--- config.mk ---
export PLATFORM = sky130hd
export DESIGN_NAME = aesr_status
export DESIGN_NICKNAME = d
export VERILOG_FILES = /design/src/include/aesr_pkg.sv /design/src/hw/aesr_status.sv
export SDC_FILE = /design/constraint.sdc
export NUM_CORES = 1
export LEC_CHECK = 0
export ABC_AREA = 1
export BUFFER_PORTS_ARGS = -buffer_cell sky130_fd_sc_hd__buf_2
export CAP_MARGIN = 10
export CORE_MARGIN = 1.5
export CORE_UTILIZATION = 25
export DETAILED_ROUTE_END_ITERATION = 8
export PLACE_DENSITY = 0.48
export SKIP_CTS_REPAIR_TIMING = 1
export SYNTH_ARGS = -nofsm -noshare
export SYNTH_HDL_FRONTEND = slang
export SYNTH_SLANG_ARGS = --single-unit
--- constraint.sdc ---
create_clock -name sys_clk -period 2.69 [get_ports sys_clk]
set_input_delay 0.6725 -clock sys_clk [delete_from_list [all_inputs] [get_ports sys_clk]]
set_output_delay 0.6725 -clock sys_clk [all_outputs]
set_load 0.01 [all_outputs]
--- src/include/aesr_pkg.sv ---
// package for the alarm and event status reporting block
// assumes one 25 MHz clock domain, sys_clk, with async active-low reset
package aesr_pkg;

  localparam int unsigned CLK_HZ = 25_000_000;
  localparam int unsigned ALARM_W = 32;
  localparam int unsigned EVT_W = 8;
  localparam int unsigned BCD_DIGITS = 10;
  localparam int unsigned CONV_CYCLES = 32;

  // standard event bit positions
  localparam int unsigned EVT_OPC_BIT = 0;
  localparam int unsigned EVT_EXE_BIT = 4;
  localparam int unsigned EVT_CMD_BIT = 5;
  localparam int unsigned EVT_USR_BIT = 6;
  localparam int unsigned EVT_PON_BIT = 7;
  localparam logic [7:0] EVT_LIVE_MASK = 8'hF1;

  // status byte bit positions
  localparam int unsigned STB_ALARM_BIT = 0;
  localparam int unsigned STB_EVT_BIT = 5;
  localparam int unsigned STB_RQS_BIT = 6;

  // values after reset
  localparam logic [31:0] ALARM_LATCH_RST = 32'h0000_0000;
  localparam logic [31:0] ALARM_MASK_RST = 32'h0000_0000;
  localparam logic [7:0] EVT_REG_RST = 8'h80;
  localparam logic [7:0] EVT_EN_RST = 8'h00;
  localparam logic [7:0] SRQ_EN_RST = 8'h00;
  localparam logic EMC_RST = 1'b1;

  // argument characters
  localparam logic [7:0] CH_0 = 8'h30;
  localparam logic [7:0] CH_9 = 8'h39;
  localparam logic [7:0] CH_X = 8'h78;
  localparam logic [7:0] CH_UA = 8'h41;
  localparam logic [7:0] CH_UF = 8'h46;
  localparam logic [7:0] CH_LA = 8'h61;
  localparam logic [7:0] CH_LF = 8'h66;
  localparam int unsigned ARG_MAX_CHARS = 256;

  typedef enum logic [3:0] {
    OP_NOP = 4'h0,
    OP_SET_ALARM_EN = 4'h1,
    OP_GET_ALARM_EN = 4'h2,
    OP_GET_ALARM = 4'h3,
    OP_CLEAR_STATUS = 4'h4,
    OP_SET_MACRO_EN = 4'h5,
    OP_GET_MACRO_EN = 4'h6,
    OP_SET_EVT_EN = 4'h7,
    OP_GET_EVT_EN = 4'h8,
    OP_GET_EVT = 4'h9,
    OP_SET_SRQ_EN = 4'hA,
    OP_GET_SRQ_EN = 4'hB,
    OP_GET_STB = 4'hC
  } aesr_op_t;

  typedef struct packed {
    logic valid;
    logic [7:0] data;
  } aesr_char_t;

  typedef struct packed {
    logic valid;
    aesr_op_t op;
  } aesr_cmd_t;

  typedef struct packed {
    logic valid;
    logic [39:0] bcd;
  } aesr_reply_t;

  typedef struct packed {
    logic cmd_error;
    logic exec_error;
    logic op_complete;
  } aesr_evt_in_t;

endpackage

--- src/hw/aesr_status.sv ---
// remote status reporting: alarm latch, standard events, status byte, service request
// assumes chars and commands from a same-clock parser; alarm and panel inputs are async pins
// Functional notes
// - 32-bit alarm latch, one bit per channel, set when its alarm trips.
// - latch bits stay set until latch read or clear-status.
// - latch read returns contents then zeroes the whole latch.
// - status bit 0 set when latch and alarm enable share a set bit.
// - status bit 5 set when event register and event enable share a bit.
// - event register read returns value then clears it.
// - event bit 7 set at power-up.
// - event bit 6 set on front panel touch.
// - event bit 5 set on command assembly failure.
// - event bit 4 set on command execution failure.
// - event bits 3, 2, 1 always read zero.
// - event bit 0 set only by operation-complete command.
// - clear-status forces every status register but macro enable to zero; same-cycle new alarms and events still set.
// - macro enable reads 0/1, enabled at power-up, clearing leaves running macros.
// - arguments accept 0x hex form; replies given in decimal.
// - service request when status byte and its enable share a set bit.
module aesr_status #(
  parameter int unsigned ALARM_W = aesr_pkg::ALARM_W
) (
  input wire logic sys_clk,
  input wire logic rst_b,
  input wire logic [ALARM_W-1:0] alarm_trip,
  input wire logic panel_touch,
  input wire aesr_pkg::aesr_evt_in_t evt_in,
  input wire aesr_pkg::aesr_char_t arg_char,
  input wire aesr_pkg::aesr_cmd_t cmd,
  output logic cmd_ready,
  output aesr_pkg::aesr_reply_t reply,
  output logic [7:0] status_byte,
  output logic service_req,
  output logic macro_enable
);

  typedef enum logic [2:0] {
    ST_IDLE = 3'b001,
    ST_CONV = 3'b010,
    ST_DONE = 3'b100
  } aesr_state_t;

  // input synchronisers
  logic [ALARM_W-1:0] alarm_sync;
  logic panel_sync;
  logic panel_prev_reg;
  logic panel_event;

  aesr_sync #(
    .W(ALARM_W)
  ) u_alarm_sync (
    .sys_clk(sys_clk),
    .rst_b(rst_b),
    .pin_in(alarm_trip),
    .pin_sync(alarm_sync)
  );

  aesr_sync #(
    .W(1)
  ) u_panel_sync (
    .sys_clk(sys_clk),
    .rst_b(rst_b),
    .pin_in(panel_touch),
    .pin_sync(panel_sync)
  );

  // prior synced level, reset to the idle low so no false edge follows reset
  always_ff @(posedge sys_clk or negedge rst_b) begin
    if (!rst_b) begin
      panel_prev_reg <= 1'b0;
    end else begin
      panel_prev_reg <= panel_sync;
    end
  end

  assign panel_event = panel_sync & ~panel_prev_reg;

  // argument parser
  // a leading "0x" switches to hex nibbles, otherwise decimal digits
  logic [31:0] arg_reg, arg_next;
  logic hex_reg, hex_next;
  logic lead0_reg, lead0_next;
  logic [8:0] nchar_reg, nchar_next;
  logic take_cmd;

  function automatic logic [4:0] hex_digit(input logic [7:0] c);
    if (c >= aesr_pkg::CH_0 && c <= aesr_pkg::CH_9) hex_digit = {1'b1, 4'(c - aesr_pkg::CH_0)};
    else if (c >= aesr_pkg::CH_LA && c <= aesr_pkg::CH_LF) hex_digit = {1'b1, 4'(c - aesr_pkg::CH_LA + 8'h0A)};
    else if (c >= aesr_pkg::CH_UA && c <= aesr_pkg::CH_UF) hex_digit = {1'b1, 4'(c - aesr_pkg::CH_UA + 8'h0A)};
    else hex_digit = 5'h00;
  endfunction

  always_comb begin
    logic [4:0] hd;
    hd = hex_digit(arg_char.data);
    arg_next = arg_reg;
    hex_next = hex_reg;
    lead0_next = lead0_reg;
    nchar_next = nchar_reg;
    if (take_cmd) begin
      arg_next = '0;
      hex_next = 1'b0;
      lead0_next = 1'b0;
      nchar_next = '0;
    end else if (arg_char.valid && nchar_reg < 9'(aesr_pkg::ARG_MAX_CHARS)) begin
      nchar_next = nchar_reg + 9'h001;
      if (nchar_reg == 9'h000 && arg_char.data == aesr_pkg::CH_0) begin
        lead0_next = 1'b1;
      end else if (nchar_reg == 9'h001 && lead0_reg && arg_char.data == aesr_pkg::CH_X) begin
        hex_next = 1'b1;
      end else if (hex_reg && hd[4]) begin
        arg_next = {arg_reg[27:0], hd[3:0]};
      end else if (!hex_reg && arg_char.data >= aesr_pkg::CH_0 && arg_char.data <= aesr_pkg::CH_9) begin
        arg_next = 32'((arg_reg << 3) + (arg_reg << 1) + 32'(arg_char.data - aesr_pkg::CH_0));
      end
    end
  end

  always_ff @(posedge sys_clk or negedge rst_b) begin
    if (!rst_b) begin
      arg_reg <= '0;
      hex_reg <= 1'b0;
      lead0_reg <= 1'b0;
      nchar_reg <= '0;
    end else begin
      arg_reg <= arg_next;
      hex_reg <= hex_next;
      lead0_reg <= lead0_next;
      nchar_reg <= nchar_next;
    end
  end

  // status registers
  logic [ALARM_W-1:0] alarm_latch_reg, alarm_latch_next;
  logic [ALARM_W-1:0] alarm_enable_mask_reg, alarm_enable_mask_next;
  logic [7:0] event_reg, event_next;
  logic [7:0] event_enable_reg, event_enable_next;
  logic [7:0] srq_enable_reg, srq_enable_next;
  logic macro_en_reg, macro_en_next;
  logic [7:0] evt_set;
  logic [31:0] read_val;
  logic read_req;
  logic stb_alarm, stb_evt;
  logic [7:0] srq_src;

  assign take_cmd = cmd.valid & cmd_ready;

  always_comb begin
    evt_set = 8'h00;
    evt_set[aesr_pkg::EVT_USR_BIT] = panel_event;
    evt_set[aesr_pkg::EVT_CMD_BIT] = evt_in.cmd_error;
    evt_set[aesr_pkg::EVT_EXE_BIT] = evt_in.exec_error;
    evt_set[aesr_pkg::EVT_OPC_BIT] = evt_in.op_complete;
  end

  // summary bits straight from present contents
  assign stb_alarm = |(alarm_latch_reg & alarm_enable_mask_reg);
  assign stb_evt = |(event_reg & event_enable_reg);

  always_comb begin
    status_byte = 8'h00;
    status_byte[aesr_pkg::STB_ALARM_BIT] = stb_alarm;
    status_byte[aesr_pkg::STB_EVT_BIT] = stb_evt;
    status_byte[aesr_pkg::STB_RQS_BIT] = service_req;
  end

  // status bits that may raise a request; bit 6 stays out to avoid a loop through itself
  always_comb begin
    srq_src = 8'h00;
    srq_src[aesr_pkg::STB_ALARM_BIT] = stb_alarm;
    srq_src[aesr_pkg::STB_EVT_BIT] = stb_evt;
  end

  assign service_req = |(srq_src & srq_enable_reg);
  assign macro_enable = macro_en_reg;

  always_comb begin
    alarm_latch_next = alarm_latch_reg;
    alarm_enable_mask_next = alarm_enable_mask_reg;
    event_next = event_reg;
    event_enable_next = event_enable_reg;
    srq_enable_next = srq_enable_reg;
    macro_en_next = macro_en_reg;
    read_val = '0;
    read_req = 1'b0;
    if (take_cmd) begin
      read_req = (cmd.op != aesr_pkg::OP_NOP) && (cmd.op != aesr_pkg::OP_CLEAR_STATUS)
        && (cmd.op != aesr_pkg::OP_SET_ALARM_EN) && (cmd.op != aesr_pkg::OP_SET_MACRO_EN)
        && (cmd.op != aesr_pkg::OP_SET_EVT_EN) && (cmd.op != aesr_pkg::OP_SET_SRQ_EN);
      case (cmd.op)
        aesr_pkg::OP_SET_ALARM_EN: alarm_enable_mask_next = ALARM_W'(arg_reg);
        aesr_pkg::OP_GET_ALARM_EN: read_val = 32'(alarm_enable_mask_reg);
        aesr_pkg::OP_GET_ALARM: begin
          read_val = 32'(alarm_latch_reg);
          alarm_latch_next = '0;
        end
        aesr_pkg::OP_CLEAR_STATUS: begin
          alarm_latch_next = '0;
          alarm_enable_mask_next = '0;
          event_next = 8'h00;
          event_enable_next = 8'h00;
          srq_enable_next = 8'h00;
        end
        aesr_pkg::OP_SET_MACRO_EN: macro_en_next = |arg_reg;
        aesr_pkg::OP_GET_MACRO_EN: read_val = {31'h0, macro_en_reg};
        aesr_pkg::OP_SET_EVT_EN: event_enable_next = arg_reg[7:0];
        aesr_pkg::OP_GET_EVT_EN: read_val = {24'h0, event_enable_reg};
        aesr_pkg::OP_GET_EVT: begin
          read_val = {24'h0, event_reg};
          event_next = 8'h00;
        end
        aesr_pkg::OP_SET_SRQ_EN: srq_enable_next = arg_reg[7:0];
        aesr_pkg::OP_GET_SRQ_EN: read_val = {24'h0, srq_enable_reg};
        aesr_pkg::OP_GET_STB: read_val = {24'h0, status_byte};
        default: read_val = '0;
      endcase
    end
    // new events win over a same-cycle clear
    alarm_latch_next = alarm_latch_next | alarm_sync;
    event_next = (event_next | evt_set) & aesr_pkg::EVT_LIVE_MASK;
  end

  always_ff @(posedge sys_clk or negedge rst_b) begin
    if (!rst_b) begin
      alarm_latch_reg <= ALARM_W'(aesr_pkg::ALARM_LATCH_RST);
      alarm_enable_mask_reg <= ALARM_W'(aesr_pkg::ALARM_MASK_RST);
      event_reg <= aesr_pkg::EVT_REG_RST;
      event_enable_reg <= aesr_pkg::EVT_EN_RST;
      srq_enable_reg <= aesr_pkg::SRQ_EN_RST;
      macro_en_reg <= aesr_pkg::EMC_RST;
    end else begin
      alarm_latch_reg <= alarm_latch_next;
      alarm_enable_mask_reg <= alarm_enable_mask_next;
      event_reg <= event_next;
      event_enable_reg <= event_enable_next;
      srq_enable_reg <= srq_enable_next;
      macro_en_reg <= macro_en_next;
    end
  end

  // binary to decimal reply, one bit per cycle
  aesr_state_t state_reg, state_next;
  logic [31:0] bin_reg, bin_next;
  logic [39:0] bcd_reg, bcd_next;
  logic [5:0] cnt_reg, cnt_next;
  aesr_pkg::aesr_reply_t reply_reg, reply_next;

  // every digit adjusted before the shift
  wire logic [39:0] adj;

  for (genvar g = 0; g < aesr_pkg::BCD_DIGITS; g++) begin : g_add3
    aesr_add3 u_aesr_add3 (
      .digit_in(bcd_reg[g*4 +: 4]),
      .digit_out(adj[g*4 +: 4])
    );
  end

  // queries and unlisted op codes leave idle, so ready falls for a whole reply conversion
  assign cmd_ready = (state_reg == ST_IDLE);

  always_comb begin
    state_next = state_reg;
    bin_next = bin_reg;
    bcd_next = bcd_reg;
    cnt_next = cnt_reg;
    reply_next = reply_reg;
    reply_next.valid = 1'b0;
    case (state_reg)
      ST_IDLE: begin
        if (read_req) begin
          bin_next = read_val;
          bcd_next = '0;
          cnt_next = '0;
          state_next = ST_CONV;
        end
      end
      ST_CONV: begin
        bcd_next = {adj[38:0], bin_reg[31]};
        bin_next = {bin_reg[30:0], 1'b0};
        cnt_next = cnt_reg + 6'h01;
        if (cnt_reg == 6'(aesr_pkg::CONV_CYCLES - 1)) state_next = ST_DONE;
      end
      ST_DONE: begin
        reply_next.valid = 1'b1;
        reply_next.bcd = bcd_reg;
        state_next = ST_IDLE;
      end
      default: state_next = ST_IDLE;
    endcase
  end

  always_ff @(posedge sys_clk or negedge rst_b) begin
    if (!rst_b) begin
      state_reg <= ST_IDLE;
      bin_reg <= '0;
      bcd_reg <= '0;
      cnt_reg <= '0;
      reply_reg <= '0;
    end else begin
      state_reg <= state_next;
      bin_reg <= bin_next;
      bcd_reg <= bcd_next;
      cnt_reg <= cnt_next;
      reply_reg <= reply_next;
    end
  end

  assign reply = reply_reg;

endmodule // aesr_status

// two flip-flops for levels from outside the clock domain
module aesr_sync #(
  parameter int unsigned W = 1
) (
  input wire logic sys_clk,
  input wire logic rst_b,
  input wire logic [W-1:0] pin_in,
  output logic [W-1:0] pin_sync
);

  logic [W-1:0] s1_reg, s2_reg;

  always_ff @(posedge sys_clk or negedge rst_b) begin
    if (!rst_b) begin
      s1_reg <= '0;
      s2_reg <= '0;
    end else begin
      s1_reg <= pin_in;
      s2_reg <= s1_reg;
    end
  end

  assign pin_sync = s2_reg;

endmodule // aesr_sync

// one decimal digit of the shift-and-add-3 step
module aesr_add3 (
  input wire logic [3:0] digit_in,
  output logic [3:0] digit_out
);

  assign digit_out = (digit_in >= 4'h5) ? digit_in + 4'h3 : digit_in;

endmodule // aesr_add3

==> run_results.csv <==
group,metric,value,unit
timing,maxSlewViolCount,0,
global_routing,grt_pass1_vias,14600,
timing,fin_setup_tns,-0.405,ns
synth,synth_area,0.0169,sq mm
place,dp.cells,3088,
min_path,hp-class,"in2async",
timing,max_clock_freq,0.363,GHz
timing,tightest_slew,0.624,ns
global_routing,antenna_found_initial,0,
synth,synth_top_area_share,0.467,
drt,post_drt_wl_per_cell,15.9,um
cells_and_area,layout_commonest_cell,"nand2_1",
clock_tree,cts_buffers,40,
timing,fin_crit_sh,1.03,
floorplanning,die_y,263,um
drt,drc,0,
global_routing,overflow,0,
place,hpwl,37.3,mm
status,violations,"negative setup slack",
synth,ys_top_cells_by_area,"dfrtp_1, nand2_1, inv_1",
setup_path,reg2reg_slack,0.11,ns
setup_path,crit_required,3.20,ns
power_and_ir_drop,p_leak,11.2,nW
clock_tree,clkSinkCount,318,
power_and_ir_drop,power_density,631,mW/mm^2
synth,yosys.area.top_type,"dfrtp_1",
flow_run,cap_violations,0,
timing,hold_viol,0,
timing,setup_ws,-0.0683,ns
drt,first_iter_violations,769,
setup_path,worst-setup-path-type,"in2reg",
floorplanning,core,0.0670,sq mm
synth,ys_warn_count,0,
synth,synth-main-ff-cell,"dfrtp_1",
cells_and_area,fillers,7011,
floorplanning,die_area,0.0691,sq mm
cells_and_area,final_nets,2415,
clock_tree,clock_latency,0.59,ns
timing,rsz0062_at_grt,"yes",
cells_and_area,fin_cells,3177,
setup_path,critPathLaunchType,"primary input",
place,place.gp.congestion,0.894,
floorplanning,die_w,263,um
clock_tree,cts_tree,"yes",
cells_and_area,drive_gt1_frac,0.238,
synth,syn_area_per_cell,8.19,sq um
place,port_buffers,98,
drt,drt-total-wl,50.6,mm
clock_tree,h-tree-depth,2,
global_routing,grt_pass1_wl,80.7,mm
drt,ant_nets,0,
cells_and_area,final_cell_mix,"nand2_1, dfrtp_1, inv_1",
cells_and_area,largest_reg_flops,41,
status,status,"finished, violations left",
synth,seq_area_frac_synth,0.472,
synth,async_reset_ff_frac,1.00,
cells_and_area,diodes,0,
global_routing,grt_max_degree,63,
setup_path,cp-end-kind,"flip-flop",
setup_path,r2r_cells,14,
cells_and_area,area_delta_synth_final,31.0,%
power_and_ir_drop,vdd_drop_max,381,uV
floorplanning,initial_core_util,0.252,
synth,synth.distinct_cells,53,
timing,period_needed,2.76,ns
setup_path,arrival,3.27,ns
floorplanning,rows,95,
drt,dr.pass1.iters,5,
setup_path,cp_max_fo,5,
clock_tree,clkSlewWorstSetupHoldPaths,0.06,ns
clock_tree,clock_path_buffers,3,
clock_tree,cts_root_buffer,"clkbuf_16",
global_routing,track_usage,0.146,
floorplanning,ios,104,
synth,synthCells,2061,
timing,setup_violations,12,
timing,whs,0.0394,ns
drt,vias_per_cell,4.49,
drt,num_vias,14300,
timing,slew_headroom,0.580,
timing,skew,0.0426,ns
synth,synth_seq_cells,318,
synth,synth_edf_count,0,
routing by layer:
layer / global-route usage / vias up / wire (um)
li1: - / 7026 / -
met3: 0.0216 / 58 / 1820
met4: 0.0325 / 0 / 816
met1: 0.201 / 6964 / 24200
met5: 0 / - / 0
met2: 0.241 / 229 / 23800
critical path, stage by stage:
cell and delay, ns:
buf_8 0.10, ha_4 0.16, inv_4 0.06, nand2_4 0.05, nor2_4 0.10, buf_12 0.15
clkbuf_16 0.15, fa_1 0.45, ha_4 0.30, nand2_1 0.06, nand2_1 0.06, nand2_1 0.07
nand2_1 0.06, nand3b_1 0.29, xor2_1 0.28, nand2_1 0.08, nand2_1 0.06, nand2_1 0.04
nand2_1 0.05
final cells by class:
| class | count | area, sq um | area share |
|---|---|---|---|
| clock buffer | 59 | 1120 | 0.0508 |
| clock inverter | 15 | 272 | 0.0123 |
| inverter | 338 | 1280 | 0.0579 |
| multi-input combinational | 1343 | 8560 | 0.387 |
| sequential | 318 | 7960 | 0.360 |
| tap | 873 | 1090 | 0.0494 |
| timing repair buffer | 231 | 1810 | 0.0820 |
cell families after synthesis:
logic type,share of synthesized area
AO/OA/AOI/OAI,0.123
XOR/XNOR,0.0135
adder cells (fa/ha/maj),0.0804
buffers and inverters,0.0954
flip-flops,0.472
other,0.000222
AND/OR/NAND/NOR,0.216
cells in the mapped netlist, types with 5 or more instances:
| library cell | count |
|---|---|
| ha_1 | 62 |
| nand2_1 | 554 |
| o21bai_1 | 37 |
| nand4_1 | 27 |
| and2_1 | 5 |
| o32ai_1 | 9 |
| o21ai_0 | 147 |
| nor2_1 | 132 |
| dfrtp_1 | 315 |
| buf_2 | 19 |
| inv_2 | 8 |
| inv_1 | 328 |
| a21oi_1 | 31 |
| clkbuf_1 | 29 |
| nor3_1 | 13 |
| buf_4 | 16 |
| xor2_1 | 20 |
| nand3_1 | 124 |
| o22ai_1 | 78 |
| a22oi_1 | 22 |
| xnor2_1 | 6 |
| fa_1 | 29 |
final timing paths:
path	end	from
max	arg_reg[12]	arg_char[5]
min	alarm_latch_reg[5]	rst_b
max reg2reg	arg_reg[12]	arg_reg[2]
min reg2reg	u_alarm_sync.pin_sync[27]	u_alarm_sync.s1_reg[27]
max in group asynchronous	u_alarm_sync.s1_reg[23]	rst_b
min in group sys_clk	u_alarm_sync.s1_reg[8]	alarm_trip[8]
power by group:
part,internal [W],total [W],leakage [nW],switching (W)
Combinational,0.00102,0.00267,6.67,0.00165
Sequential,0.00532,0.00562,3.86,0.000295
Clock,0.00343,0.00566,0.671,0.00223
Total,0.00977,0.0140,11.2,0.00418
per-stage QoR:
| stage | worst slack [ns] | instance area, sq um | power [W] | utilization |
|---|---|---|---|---|
| after floorplan | -0.701 | 17200 | 0.00721 | - |
| after global placement | -0.975 | 19600 | 0.00814 | 0.292 |
| after detailed placement | -0.945 | 19600 | 0.00819 | 0.292 |
| after CTS | -0.315 | 21000 | 0.0140 | 0.313 |
| after global routing | -0.148 | 22100 | 0.0148 | 0.330 |
| final | -0.0683 | 22100 | 0.0140 | 0.330 |
(Power assumes the default switching activity.)
